==> src/adc_ctrl_pkg.sv <==
`default_nettype none
package adc_ctrl_pkg;
  // ----------------------------------------
  // register map and field layout
  // ----------------------------------------
  localparam logic [1:0] ADDR_CONTROL      = 2'h0;
  localparam logic [1:0] ADDR_PATTERN_HIGH = 2'h1;
  localparam logic [1:0] ADDR_PATTERN_LOW  = 2'h2;
  localparam logic [7:0] CONTROL_RESET     = 8'h08;
  localparam logic [5:0] PATTERN_RESET     = 6'h00;
  localparam logic [1:0] RSV_ZERO          = 2'h0;
  localparam int MODE_MSB   = 7;
  localparam int MODE_LSB   = 6;
  localparam int LANE_BIT   = 5;
  localparam int DCS_BIT    = 4;
  localparam int FORMAT_BIT = 3;
  localparam int ALIGN_BIT  = 2;
  localparam int PD_A_BIT   = 1;
  localparam int PD_B_BIT   = 0;
  localparam int PAT_HIGH_MSB = 5;
  localparam int PAT_HIGH_LSB = 0;
  localparam int PAT_LOW_MSB  = 7;
  localparam int PAT_LOW_LSB  = 2;
  typedef enum logic [1:0] {
    MODE_NORMAL   = 2'h0,
    MODE_FIXED    = 2'h1,
    MODE_USER     = 2'h2,
    MODE_RESERVED = 2'h3
  } op_mode_t;
  localparam logic [11:0] FIXED_PATTERN = 12'hA63;
  // ----------------------------------------
  // serial access framing
  // ----------------------------------------
  localparam logic [4:0] ACCESS_BITS = 5'h10;
  localparam logic [4:0] HEADER_BITS = 5'h08;
  localparam int         RW_POS      = 6;
  typedef enum logic [2:0] {
    ACC_IDLE  = 3'b001,
    ACC_SHIFT = 3'b010,
    ACC_DONE  = 3'b100
  } access_state_t;
  // ----------------------------------------
  // output word timing, one bit per clock
  // ----------------------------------------
  localparam logic [3:0] WORD_LAST     = 4'hB;
  localparam logic [3:0] HALF_LAST     = 4'h5;
  localparam logic [3:0] STAGGER_POINT = 4'h2;
endpackage
`default_nettype wire

==> src/reg_access_if.sv <==
`timescale 1ns/1ps
`default_nettype none
interface reg_access_if;
  logic       wr;
  logic [1:0] addr;
  logic [7:0] wdata;
  logic [7:0] rdata;
  modport engine (output wr, output addr, output wdata, input rdata);
  modport bank   (input wr, input addr, input wdata, output rdata);
endinterface
`default_nettype wire

==> src/serial_access_engine.sv <==
`timescale 1ns/1ps
`default_nettype none
module serial_access_engine import adc_ctrl_pkg::*; (
  // clock and reset
  input  wire logic   i_clk,
  input  wire logic   i_resetn,
  // synchronised serial pins
  input  wire logic   i_enable,
  input  wire logic   i_select_n,
  input  wire logic   i_sclk,
  input  wire logic   i_sclk_prev,
  input  wire logic   i_sdi,
  output logic        o_sdo,
  output logic        o_sdo_oe,
  // register side
  reg_access_if.engine bus
);
  access_state_t state;
  logic [4:0]    count;
  logic [7:0]    shift;
  logic          rw;
  logic          sclk_rise;
  logic          sclk_fall;

  assign sclk_rise = i_sclk && !i_sclk_prev;
  assign sclk_fall = !i_sclk && i_sclk_prev;
  assign bus.wdata = shift;

  // ----------------------------------------
  // access sequencing
  // ----------------------------------------
  always_ff @(posedge i_clk) begin
    if (!i_resetn || !i_enable) begin
      state <= ACC_IDLE;
    end else begin
      case (state)
        ACC_IDLE:  if (!i_select_n) state <= ACC_SHIFT;
        ACC_SHIFT: begin
          // early deselect drops the access with no write
          if (i_select_n) state <= ACC_IDLE;
          else if (sclk_rise && count == ACCESS_BITS - 5'h01) state <= ACC_DONE;
        end
        ACC_DONE:  if (i_select_n) state <= ACC_IDLE;
        default:   state <= ACC_IDLE;
      endcase
    end
  end

  always_ff @(posedge i_clk) begin
    if (!i_resetn || state == ACC_IDLE) begin
      count <= 5'h00;
    end else if (state == ACC_SHIFT && sclk_rise) begin
      count <= count + 5'h01;
    end
  end

  always_ff @(posedge i_clk) begin
    if (!i_resetn) begin
      shift    <= 8'h00;
      rw       <= 1'b0;
      bus.addr <= ADDR_CONTROL;
    end else if (state == ACC_SHIFT && sclk_rise) begin
      shift <= {shift[6:0], i_sdi};
      if (count == HEADER_BITS - 5'h01) begin
        rw       <= shift[RW_POS];
        bus.addr <= {shift[0], i_sdi};
      end
    end
  end

  // write only on deselect after all sixteen clocks, never for a read
  always_ff @(posedge i_clk) begin
    if (!i_resetn) bus.wr <= 1'b0;
    else bus.wr <= i_enable && state == ACC_DONE && i_select_n && !rw;
  end

  // ----------------------------------------
  // read data, msb first on second byte
  // ----------------------------------------
  always_ff @(posedge i_clk) begin
    if (!i_resetn) begin
      o_sdo    <= 1'b0;
      o_sdo_oe <= 1'b0;
    end else begin
      o_sdo_oe <= i_enable && !i_select_n;
      if (state == ACC_IDLE) o_sdo <= 1'b0;
      else if (state == ACC_SHIFT && sclk_fall && count[3])
        o_sdo <= bus.rdata[~count[2:0]];
    end
  end
endmodule
`default_nettype wire

==> src/adc_control_register_bank.sv <==
// Function
// - mode 00 outputs converted samples
// - mode 01 outputs fixed pattern
// - mode 10 outputs user pattern
// - lane bit 0 splits word over lanes
// - lane bit 1: second lane, first Hi-Z
// - bit 4 drives duty stabilizer enable
// - bit 3 selects twos complement coding
// - alignment 0 staggers lanes half word
// - alignment 1 delays second lane one cycle
// - bit 1 powers down channel A
// - bit 0 powers down channel B
// - address 1 bits 5:0 pattern high
// - address 2 bits 7:2 pattern low
// - registers govern only while serial enabled
// - write on deselect after sixteen clocks
// - read/write bit: 1 read, 0 write
`timescale 1ns/1ps
`default_nettype none
module adc_control_register_bank import adc_ctrl_pkg::*; (
  // clock and reset
  input  wire logic        i_clk,
  input  wire logic        i_resetn,
  // serial control pins
  input  wire logic        i_serial_enable,
  input  wire logic        i_serial_select_n,
  input  wire logic        i_sclk,
  input  wire logic        i_sdi,
  output logic             o_sdo,
  output logic             o_sdo_oe,
  // direct control pins
  input  wire logic        i_pin_test,
  input  wire logic        i_pin_lane_config,
  input  wire logic        i_pin_word_align,
  input  wire logic        i_pin_format_dcs,
  input  wire logic        i_pin_powerdown_a,
  input  wire logic        i_pin_powerdown_b,
  // converted samples
  input  wire logic [11:0] i_sample_a,
  input  wire logic [11:0] i_sample_b,
  // serial data lanes, index 0 channel A, 1 channel B
  output logic [1:0]       o_first_serial_lane,
  output logic [1:0]       o_first_serial_lane_oe,
  output logic [1:0]       o_second_serial_lane,
  output logic             o_word_start,
  // settings to analog
  output logic             o_duty_stabilizer_enable,
  output logic             o_number_format_select,
  output logic             o_channel_a_powerdown,
  output logic             o_channel_b_powerdown
);
  // ----------------------------------------
  // pin synchronisers
  // ----------------------------------------
  logic [9:0]  pin_meta;
  logic [9:0]  pin_sync;
  logic        sclk_prev;
  logic        serial_en;
  always_ff @(posedge i_clk) begin
    if (!i_resetn) begin
      // select resets to its idle high level, so no false access follows reset
      pin_meta  <= 10'h100;
      pin_sync  <= 10'h100;
      sclk_prev <= 1'b0;
    end else begin
      pin_meta  <= {i_serial_enable, i_serial_select_n, i_sclk, i_sdi, i_pin_test,
                    i_pin_lane_config, i_pin_word_align, i_pin_format_dcs,
                    i_pin_powerdown_a, i_pin_powerdown_b};
      pin_sync  <= pin_meta;
      sclk_prev <= pin_sync[7];
    end
  end
  assign serial_en = pin_sync[9];

  reg_access_if acc ();

  serial_access_engine u_engine (
    .i_clk      (i_clk),
    .i_resetn   (i_resetn),
    .i_enable   (serial_en),
    .i_select_n (pin_sync[8]),
    .i_sclk     (pin_sync[7]),
    .i_sclk_prev(sclk_prev),
    .i_sdi      (pin_sync[6]),
    .o_sdo      (o_sdo),
    .o_sdo_oe   (o_sdo_oe),
    .bus        (acc.engine)
  );

  // ----------------------------------------
  // register file
  // ----------------------------------------
  logic [7:0]  control;
  logic [5:0]  pattern_high;
  logic [5:0]  pattern_low;
  always_ff @(posedge i_clk) begin
    if (!i_resetn) begin
      control      <= CONTROL_RESET;
      pattern_high <= PATTERN_RESET;
      pattern_low  <= PATTERN_RESET;
    end else if (acc.wr) begin
      case (acc.addr)
        ADDR_CONTROL:      control <= acc.wdata;
        ADDR_PATTERN_HIGH: pattern_high <= acc.wdata[PAT_HIGH_MSB:PAT_HIGH_LSB];
        ADDR_PATTERN_LOW:  pattern_low <= acc.wdata[PAT_LOW_MSB:PAT_LOW_LSB];
        default: ;
      endcase
    end
  end

  // reserved bits are not stored and read back as zero
  always_comb begin
    case (acc.addr)
      ADDR_CONTROL:      acc.rdata = control;
      ADDR_PATTERN_HIGH: acc.rdata = {RSV_ZERO, pattern_high};
      ADDR_PATTERN_LOW:  acc.rdata = {pattern_low, RSV_ZERO};
      default:           acc.rdata = 8'h00;
    endcase
  end

  // ----------------------------------------
  // effective settings
  // ----------------------------------------
  logic [7:0]  next_cfg;
  always_comb begin
    if (serial_en) begin
      next_cfg = control;
    end else begin
      next_cfg = {(pin_sync[5] ? MODE_FIXED : MODE_NORMAL), pin_sync[4], pin_sync[2],
                  pin_sync[2], pin_sync[3], pin_sync[1], pin_sync[0]};
    end
  end

  always_ff @(posedge i_clk) begin
    if (!i_resetn) begin
      o_duty_stabilizer_enable <= CONTROL_RESET[DCS_BIT];
      o_number_format_select   <= CONTROL_RESET[FORMAT_BIT];
      o_channel_a_powerdown    <= CONTROL_RESET[PD_A_BIT];
      o_channel_b_powerdown    <= CONTROL_RESET[PD_B_BIT];
    end else begin
      o_duty_stabilizer_enable <= next_cfg[DCS_BIT];
      o_number_format_select   <= next_cfg[FORMAT_BIT];
      o_channel_a_powerdown    <= next_cfg[PD_A_BIT];
      o_channel_b_powerdown    <= next_cfg[PD_B_BIT];
    end
  end

  // ----------------------------------------
  // word source selection
  // ----------------------------------------
  function automatic logic [11:0] word_for(input logic [7:0] cfg, input logic [11:0] smp,
                                           input logic pd, input logic [11:0] pat);
    case (op_mode_t'(cfg[MODE_MSB:MODE_LSB]))
      MODE_FIXED: word_for = FIXED_PATTERN;
      MODE_USER:  word_for = pat;
      // reserved code is not expected; treated as normal
      default:    word_for = pd ? 12'h000 : (cfg[FORMAT_BIT] ? {~smp[11], smp[10:0]} : smp);
    endcase
  endfunction

  // ----------------------------------------
  // output word serialiser
  // ----------------------------------------
  logic [7:0]  active_cfg;
  logic [3:0]  bit_cnt;
  logic        word_end;
  logic        dual;
  logic [11:0] sample [2];
  logic [1:0]  pd_vec;
  logic [11:0] held_word [2];
  logic [11:0] lane1_shift [2];
  logic [5:0]  lane0_shift [2];
  logic [1:0]  lane1_dly;

  assign sample[0] = i_sample_a;
  assign sample[1] = i_sample_b;
  assign pd_vec    = {next_cfg[PD_B_BIT], next_cfg[PD_A_BIT]};

  logic [11:0] next_word [2];
  always_comb begin
    for (int ch = 0; ch < 2; ch++)
      next_word[ch] = word_for(next_cfg, sample[ch], pd_vec[ch], {pattern_high, pattern_low});
  end
  assign dual      = !active_cfg[LANE_BIT];
  assign word_end  = bit_cnt == (dual ? HALF_LAST : WORD_LAST);

  always_ff @(posedge i_clk) begin
    if (!i_resetn) begin
      active_cfg   <= CONTROL_RESET;
      bit_cnt      <= 4'h0;
      o_word_start <= 1'b0;
    end else begin
      o_word_start <= word_end;
      bit_cnt      <= word_end ? 4'h0 : bit_cnt + 4'h1;
      if (word_end) active_cfg <= next_cfg;
    end
  end

  always_ff @(posedge i_clk) begin
    for (int ch = 0; ch < 2; ch++) begin
      if (!i_resetn) begin
        held_word[ch]   <= 12'h000;
        lane1_shift[ch] <= 12'h000;
        lane0_shift[ch] <= 6'h00;
        lane1_dly[ch]   <= 1'b0;
      end else begin
        lane1_dly[ch] <= lane1_shift[ch][11];
        if (word_end) begin
          // both channels take the test pattern in a test mode
          held_word[ch]   <= next_word[ch];
          lane1_shift[ch] <= next_cfg[LANE_BIT] ? next_word[ch] :
                             {next_word[ch][11:6], 6'h00};
        end else begin
          lane1_shift[ch] <= {lane1_shift[ch][10:0], 1'b0};
        end
        // first lane starts mid-word unless aligned
        if (dual && (active_cfg[ALIGN_BIT] ? bit_cnt == HALF_LAST : bit_cnt == STAGGER_POINT))
          lane0_shift[ch] <= active_cfg[ALIGN_BIT] ? next_word[ch][5:0] :
                             held_word[ch][5:0];
        else
          lane0_shift[ch] <= {lane0_shift[ch][4:0], 1'b0};
      end
    end
  end

  always_ff @(posedge i_clk) begin
    if (!i_resetn) begin
      o_first_serial_lane    <= 2'h0;
      o_first_serial_lane_oe <= 2'h0;
      o_second_serial_lane   <= 2'h0;
    end else begin
      for (int ch = 0; ch < 2; ch++) begin
        o_first_serial_lane[ch]    <= dual && lane0_shift[ch][5];
        o_first_serial_lane_oe[ch] <= dual;
        o_second_serial_lane[ch]   <= (dual && active_cfg[ALIGN_BIT]) ?
                                      lane1_dly[ch] : lane1_shift[ch][11];
      end
    end
  end
endmodule
`default_nettype wire

==> config.mk <==
export PLATFORM = sky130hd
export DESIGN_NAME = adc_control_register_bank
export DESIGN_NICKNAME = d
export VERILOG_FILES = /design/src/adc_ctrl_pkg.sv /design/src/reg_access_if.sv /design/src/serial_access_engine.sv /design/src/adc_control_register_bank.sv
export SDC_FILE = /design/constraint.sdc
export NUM_CORES = 1
export LEC_CHECK = 0
export ABC_AREA = 1
export BUFFER_PORTS_ARGS = -buffer_cell sky130_fd_sc_hd__clkbuf_2
export CAP_MARGIN = 20
export CORE_UTILIZATION = 45
export DETAILED_ROUTE_END_ITERATION = 12
export SLEW_MARGIN = 20
export SYNTH_ARGS = -nofsm -noshare
export SYNTH_HDL_FRONTEND = slang
export SYNTH_SLANG_ARGS = --single-unit
==> constraint.sdc <==
create_clock -name i_clk -period 3.1 [get_ports i_clk]
set_input_delay 0 -clock i_clk [delete_from_list [all_inputs] [get_ports i_clk]]
set_output_delay 0 -clock i_clk [all_outputs]
set_load 0.02 [all_outputs]
# Word level (Yosys, flattened, before mapping)
# Memory sizes are Yosys's and may differ from the RTL's.
# Index checks and enable logic that the tools add are counted.
[op_classes]
eq_ne = 15
add_sub_neg = 2
reduce_logical = 31
bitwise_logic = 14
n_mux = 47
magnitude_cmp = 1
[ops]
columns = ["operator", "count"]
rows = [
  ["12-bit two-way mux", 10],
  ["6-bit two-way mux", 8],
  ["12-bit one-hot mux with 2 select lines", 2],
  ["8-bit one-hot mux with 3 select lines", 1],
  ["1-bit two-way mux", 18],
  ["1-bit logical AND", 14],
  ["3-bit two-way mux", 4],
  ["1-bit OR", 10],
  ["3-bit one-hot mux with 3 select lines", 1],
  ["8-bit two-way mux", 1],
  ["2-bit AND reduction", 4],
  ["1-bit zero test", 7],
  ["5-bit by 1-bit adder with 5-bit output (second input constant)", 1],
  ["5-bit by 3-bit == test with 1-bit output (second input constant)", 1],
  ["5-bit by 4-bit == test with 1-bit output (second input constant)", 1],
  ["4-bit by 1-bit adder with 4-bit output (second input constant)", 1],
  ["2-bit by 1-bit == test with 1-bit output (second input constant)", 2],
  ["2-bit == test (second input constant)", 2],
  ["4-bit by 2-bit == test with 1-bit output (second input constant)", 1],
  ["4-bit by 3-bit == test with 1-bit output (second input constant)", 1],
  ["4-bit == test", 1],
  ["3-bit by 4-bit less-than comparator with 1-bit output (second input constant)", 1],
  ["4-bit two-way mux", 1],
  ["2-bit != test (second input constant)", 2],
  ["11 further kinds", 15],
]
[totals]
ramBits = 60
reg_bits = 85
word_cells = 138
n_memories = 3
[memory_table]
columns = ["memory", "depth", "width", "rd", "rd_clocked_by_memory_dff", "write_ports", "line", "source"]
rows = [
  ["held_word", 2, 12, 2, 0, 2, "adc_control_register_bank.sv:170", "logic [11:0] held_word [2];"],
  ["lane1_shift", 2, 12, 2, 0, 2, "adc_control_register_bank.sv:171", "logic [11:0] lane1_shift [2];"],
  ["lane0_shift", 2, 6, 2, 0, 2, "adc_control_register_bank.sv:172", "logic [5:0] lane0_shift [2];"],
]

# Longest topological paths before layout
[logic_depth]
ltp_word = 8
mapped_depth = 12
mapped_depth_nobuf = 10

# Modules after synthesis
# A second synthesis with hierarchy kept.
[hier_totals]
cells_unflattened = 713
area_unflattened_um2 = 5835.6
[modules_own_cells]
columns = ["mod", "cells_per_inst", "n_inst", "area_per_inst_um2"]
rows = [
  ["adc_control_register_bank", 575, 1, 4792.1],
  ["serial_access_engine", 138, 1, 1043.5],
]

# Worst setup path after synthesis
# OpenSTA, ideal clock, no wires.
[synth_path]
path_kind = "reg2reg"
start = "reg pin_sync[9]"
end = "mem lane1_shift[0][0], data pin"
synth_period_minus_slack_ns = 2.236
setup_ns = 0.157
n_path_buf = 3
arrival_time_ns = 2.079
path_stages_with_launch = 13
slack_ns = 0.864
required_time_ns = 2.943
path_cell_list = "dfxtp_1 -> buf_2 -> inv_1 -> or2_2 -> o21ai_0 -> ha_1 -> clkbuf_1 -> inv_1 -> clkbuf_1 -> o21ai_0 -> nand2_1 -> inv_1 -> nor3_1"
[synth_lines]
columns = ["element", "line", "source"]
rows = [
  ["start, declared", "adc_control_register_bank.sv:56", "logic [9:0] pin_sync;"],
  ["start signal, assigned", "adc_control_register_bank.sv:69", "pin_sync <= pin_meta;"],
  ["end, declared", "adc_control_register_bank.sv:171", ""],
]

==> flow_results.xml <==
<?xml version="1.0" encoding="UTF-8"?>
<metrics>
  <group name="synthesis">
    <metric name="yosys.cell_types.count" unit="">32</metric>
    <metric name="synth_area_leader_cell" unit="">sky130_fd_sc_hd__dfxtp_1</metric>
    <metric name="async_flop_share" unit="%">0</metric>
    <metric name="mean_instance_size_in_the_synthesized_netlist" unit="sq um">8.20</metric>
    <metric name="ys_ff_latch" unit="">129</metric>
    <metric name="yosysWarningCount" unit="">0</metric>
    <metric name="mappedNetlistArea" unit="sq mm">0.00558</metric>
    <metric name="post_synth_inst_count" unit="">680</metric>
    <metric name="yosysSeqAreaShare" unit="%">54.9</metric>
    <metric name="post_synth_most_frequent_cells" unit="">sky130_fd_sc_hd__nand2_1 (132), sky130_fd_sc_hd__nand3_1 (100), sky130_fd_sc_hd__dfxtp_1 (81)</metric>
    <metric name="synth_top_area_share" unit="%">29.1</metric>
    <metric name="synth_enable_flop_cells" unit="">48</metric>
    <metric name="postSynth.topFlopCell" unit="">sky130_fd_sc_hd__dfxtp_1</metric>
    <metric name="synthMostInstantiatedCell" unit="">sky130_fd_sc_hd__nand2_1</metric>
    <metric name="synth_top_cells_by_area" unit="">sky130_fd_sc_hd__dfxtp_1 (29%), sky130_fd_sc_hd__edfxtp_1 (26%), sky130_fd_sc_hd__nand3_1 (9.0%)</metric>
  </group>
  <group name="place">
    <metric name="gp_congestion" unit="">0.925</metric>
    <metric name="placed_cells" unit="">903</metric>
    <metric name="dp_hpwl" unit="microns">9060</metric>
    <metric name="io_buffer_count" unit="">48</metric>
  </group>
  <group name="worst_setup_path">
    <metric name="worstPathArrival" unit="ps">2760</metric>
    <metric name="slowest_stage_delay_on_critical_path" unit="ps">600</metric>
    <metric name="maximum_fanout_along_the_worst_path" unit="">16</metric>
    <metric name="cp_data_required_time" unit="ps">3350</metric>
    <metric name="timing.critical_path.mode_cell" unit="">sky130_fd_sc_hd__o21ai_0</metric>
    <metric name="crit_buf_inv" unit="">1</metric>
    <metric name="kind_of_end_point_of_the_critical_path" unit="">register</metric>
    <metric name="cp_cell_sequence" unit="">inv_1 &gt; o21ai_0 &gt; nand2_1 &gt; nor2_1 &gt; o21ai_0 &gt; o21ai_0</metric>
    <metric name="slowest_stage_cell_on_the_critical_path" unit="">sky130_fd_sc_hd__dfxtp_1</metric>
    <metric name="setup.worst_path.class" unit="">register to register</metric>
    <metric name="worst_path_dominant_cell_family" unit="">simple AND/OR/NAND/NOR gates</metric>
    <metric name="timing.critical_path.from_type" unit="">register</metric>
  </group>
  <group name="layout">
    <metric name="layout.cells.non_filler" unit="">953</metric>
    <metric name="final_core_util" unit="%">56.7</metric>
    <metric name="n_fill_cell" unit="">1117</metric>
    <metric name="syn2layout_area_growth" unit="%">22.6</metric>
    <metric name="drive_above_1_share" unit="%">12.7</metric>
    <metric name="antenna_cells" unit="">0</metric>
    <metric name="finalNetCount" unit="">813</metric>
  </group>
  <group name="power_and_ir_drop">
    <metric name="fin_total_pwr" unit="mW">4.14</metric>
    <metric name="power_density_relative_to_cell_area" unit="mW/mm^2">605</metric>
    <metric name="peakVddDrop" unit="mV">0.412</metric>
    <metric name="p_leak" unit="nW">3.13</metric>
  </group>
  <group name="clock_network">
    <metric name="tritoncts" unit="">yes</metric>
    <metric name="cts_htree_levels" unit="">4</metric>
    <metric name="cts-root-buf" unit="">sky130_fd_sc_hd__clkbuf_16</metric>
    <metric name="number_of_sinks_driven_by_the_clock_tree" unit="">129</metric>
    <metric name="cts-hold-fix-buffers" unit="">18</metric>
    <metric name="cts-resized-gates" unit="">0</metric>
    <metric name="cts.clk_slew.worst_paths" unit="ps">60</metric>
    <metric name="cts_inserted_buffers" unit="">17</metric>
    <metric name="worstSkewPairLatency" unit="ps">410</metric>
    <metric name="cts_max_path_bufs" unit="">2</metric>
    <metric name="post-cts-setup-buffer-count" unit="">0</metric>
  </group>
  <group name="floorplan">
    <metric name="die_h" unit="microns">113</metric>
    <metric name="placementRows" unit="">40</metric>
    <metric name="number_of_i_o_pins" unit="">49</metric>
    <metric name="core_area" unit="sq mm">0.0121</metric>
    <metric name="start_util" unit="%">46.2</metric>
    <metric name="die-area" unit="sq mm">0.0128</metric>
    <metric name="die_w" unit="microns">113</metric>
  </group>
  <group name="drt">
    <metric name="drt-pass1-iter-count" unit="">5</metric>
    <metric name="drc_errors" unit="">0</metric>
    <metric name="detail_route.vias_per_cell" unit="">4.93</metric>
    <metric name="drt_iter0_drc" unit="">283</metric>
    <metric name="route.vias.total" unit="">4700</metric>
    <metric name="routed_wirelength" unit="microns">13100</metric>
    <metric name="ant_nets" unit="">0</metric>
    <metric name="avgRoutedWirePerCell" unit="microns">13.7</metric>
  </group>
  <group name="timing">
    <metric name="timing.final.crit_period" unit="ps">2510</metric>
    <metric name="setup-violations-final" unit="">0</metric>
    <metric name="drv_slew" unit="">0</metric>
    <metric name="fin_setup_tns" unit="ps">0</metric>
    <metric name="slew-limit-headroom" unit="%">43.7</metric>
    <metric name="timing.hold.ws" unit="ps">14.6</metric>
    <metric name="worstMarginPinSlew" unit="ps">843</metric>
    <metric name="finalClockSkew" unit="ps">5.95</metric>
    <metric name="final-hold-violation-count" unit="">0</metric>
    <metric name="fmaxAchievable" unit="MHz">399</metric>
    <metric name="final_min_period_over_clock_period" unit="%">80.9</metric>
    <metric name="grt_setup_unrepaired" unit="">false</metric>
  </group>
  <group name="job">
    <metric name="max_cap_viol_count" unit="">0</metric>
  </group>
  <group name="global_route">
    <metric name="gr-usage-all-layers" unit="%">21.9</metric>
    <metric name="antenna_found_initial" unit="">0</metric>
    <metric name="globalRoute.totalOverflow" unit="">0</metric>
    <metric name="grt_max_degree" unit="">79</metric>
    <metric name="wire_length_of_the_first_global_routing_pass" unit="microns">21500</metric>
    <metric name="grt_pass1_vias" unit="">4494</metric>
  </group>
  <group name="hold_path">
    <metric name="min_delay_worst_type" unit="">primary input to register</metric>
  </group>
  <group name="run_status">
    <metric name="status" unit="">complete, no violations</metric>
  </group>
</metrics>
[routing by layer]
layer  part of all wire [%]  GRT usage, %  vias to the layer above  wire, microns
met2                     46          35.1                      112           5990
met5                      0             0                        -              0
met1                     48          28.1                     2183           6250
met3                    4.0          5.14                       25            522
li1                       -             -                     2380              -
met4                    2.2          10.0                        0            293
[per-stage QoR]
| step | instance area [sq um] | setup slack (ps) |
|---|---|---|
| finish | 6840 | 593 |
| global route | 6840 | 295 |
| CTS | 6840 | 608 |
| detailed placement | 6060 | 629 |
| global placement | 6060 | 790 |
| floorplan | 5710 | 864 |
[cell families after synthesis]
family	share of synthesized area [%]
and+or+nand+nor	25.3
AOI/OAI and AO/OA	9.60
adders and majority gates	1.12
xor gates and xnor gates	0.314
other	0.0672
muxes	0.897
DFF	54.9
buffers and inverters	7.78
[final timing paths]
path                            slack (ps)                       start                               to  cells past startpoint
worst min-delay path                    10               i_sample_b[6]  lane1_shift[1][6]$_SDFFCE_PN0P_                      5
worst max-delay path                   590  active_cfg[2]$_SDFFE_PN0P_  lane0_shift[1][1]$_SDFFCE_PN0P_                      6
worst min register to register         410      pin_meta[5]$_SDFF_PN0_           pin_sync[5]$_SDFF_PN0_                      2
worst max register to register         590  active_cfg[2]$_SDFFE_PN0P_  lane0_shift[1][1]$_SDFFCE_PN0P_                      6
[power by group]
part | internal, mW | switching, mW
registers | 1.82 | 0.0235
logic | 0.0922 | 0.157
clock network | 1.33 | 0.713
total | 3.25 | 0.893
[worst min-delay path, stage by stage]
cell,delay [ps]
sky130_fd_sc_hd__clkbuf_2,80
sky130_fd_sc_hd__nand3_1,70
sky130_fd_sc_hd__nand2_1,50
sky130_fd_sc_hd__nand2_1,60
sky130_fd_sc_hd__nand2_1,60
[sequential cells by signal, indices dropped and copies added (netlist names), 5 cells and up]
register / count
lane1_shift: 24
held_word: 12
lane0_shift: 12
pin_meta: 10
pin_sync: 10
control: 8
u_engine.bus.wdata: 8
pattern_high: 6
pattern_low: 6
u_engine.count: 5
[cells in the final DEF, fill, tap and decap left out, types with 18 or more instances in the layout]
cell type / netlist / final
sky130_fd_sc_hd__conb_1: 1 / 36
sky130_fd_sc_hd__nand3_1: 100 / 100
sky130_fd_sc_hd__inv_1: 76 / 76
sky130_fd_sc_hd__dlygate4sd3_1: 0 / 18
sky130_fd_sc_hd__nor2_1: 77 / 77
sky130_fd_sc_hd__dfxtp_1: 81 / 81
sky130_fd_sc_hd__clkbuf_2: 0 / 48
sky130_fd_sc_hd__o21ai_0: 56 / 56
sky130_fd_sc_hd__a21oi_1: 28 / 28
sky130_fd_sc_hd__nand2_1: 132 / 132
sky130_fd_sc_hd__edfxtp_1: 48 / 48
[layout make-up]
type / instances / area (sq um) / area share (%)
repair buffers: 72 / 465 / 6.80
inverters: 77 / 289 / 4.23
clock inverters: 13 / 168 / 2.45
clock buffers: 19 / 433 / 6.33
multi-input cells: 475 / 2210 / 32.3
flip-flops and latches: 129 / 3060 / 44.8
well taps: 168 / 210 / 3.07
Power figures use the tool's default switching activity.
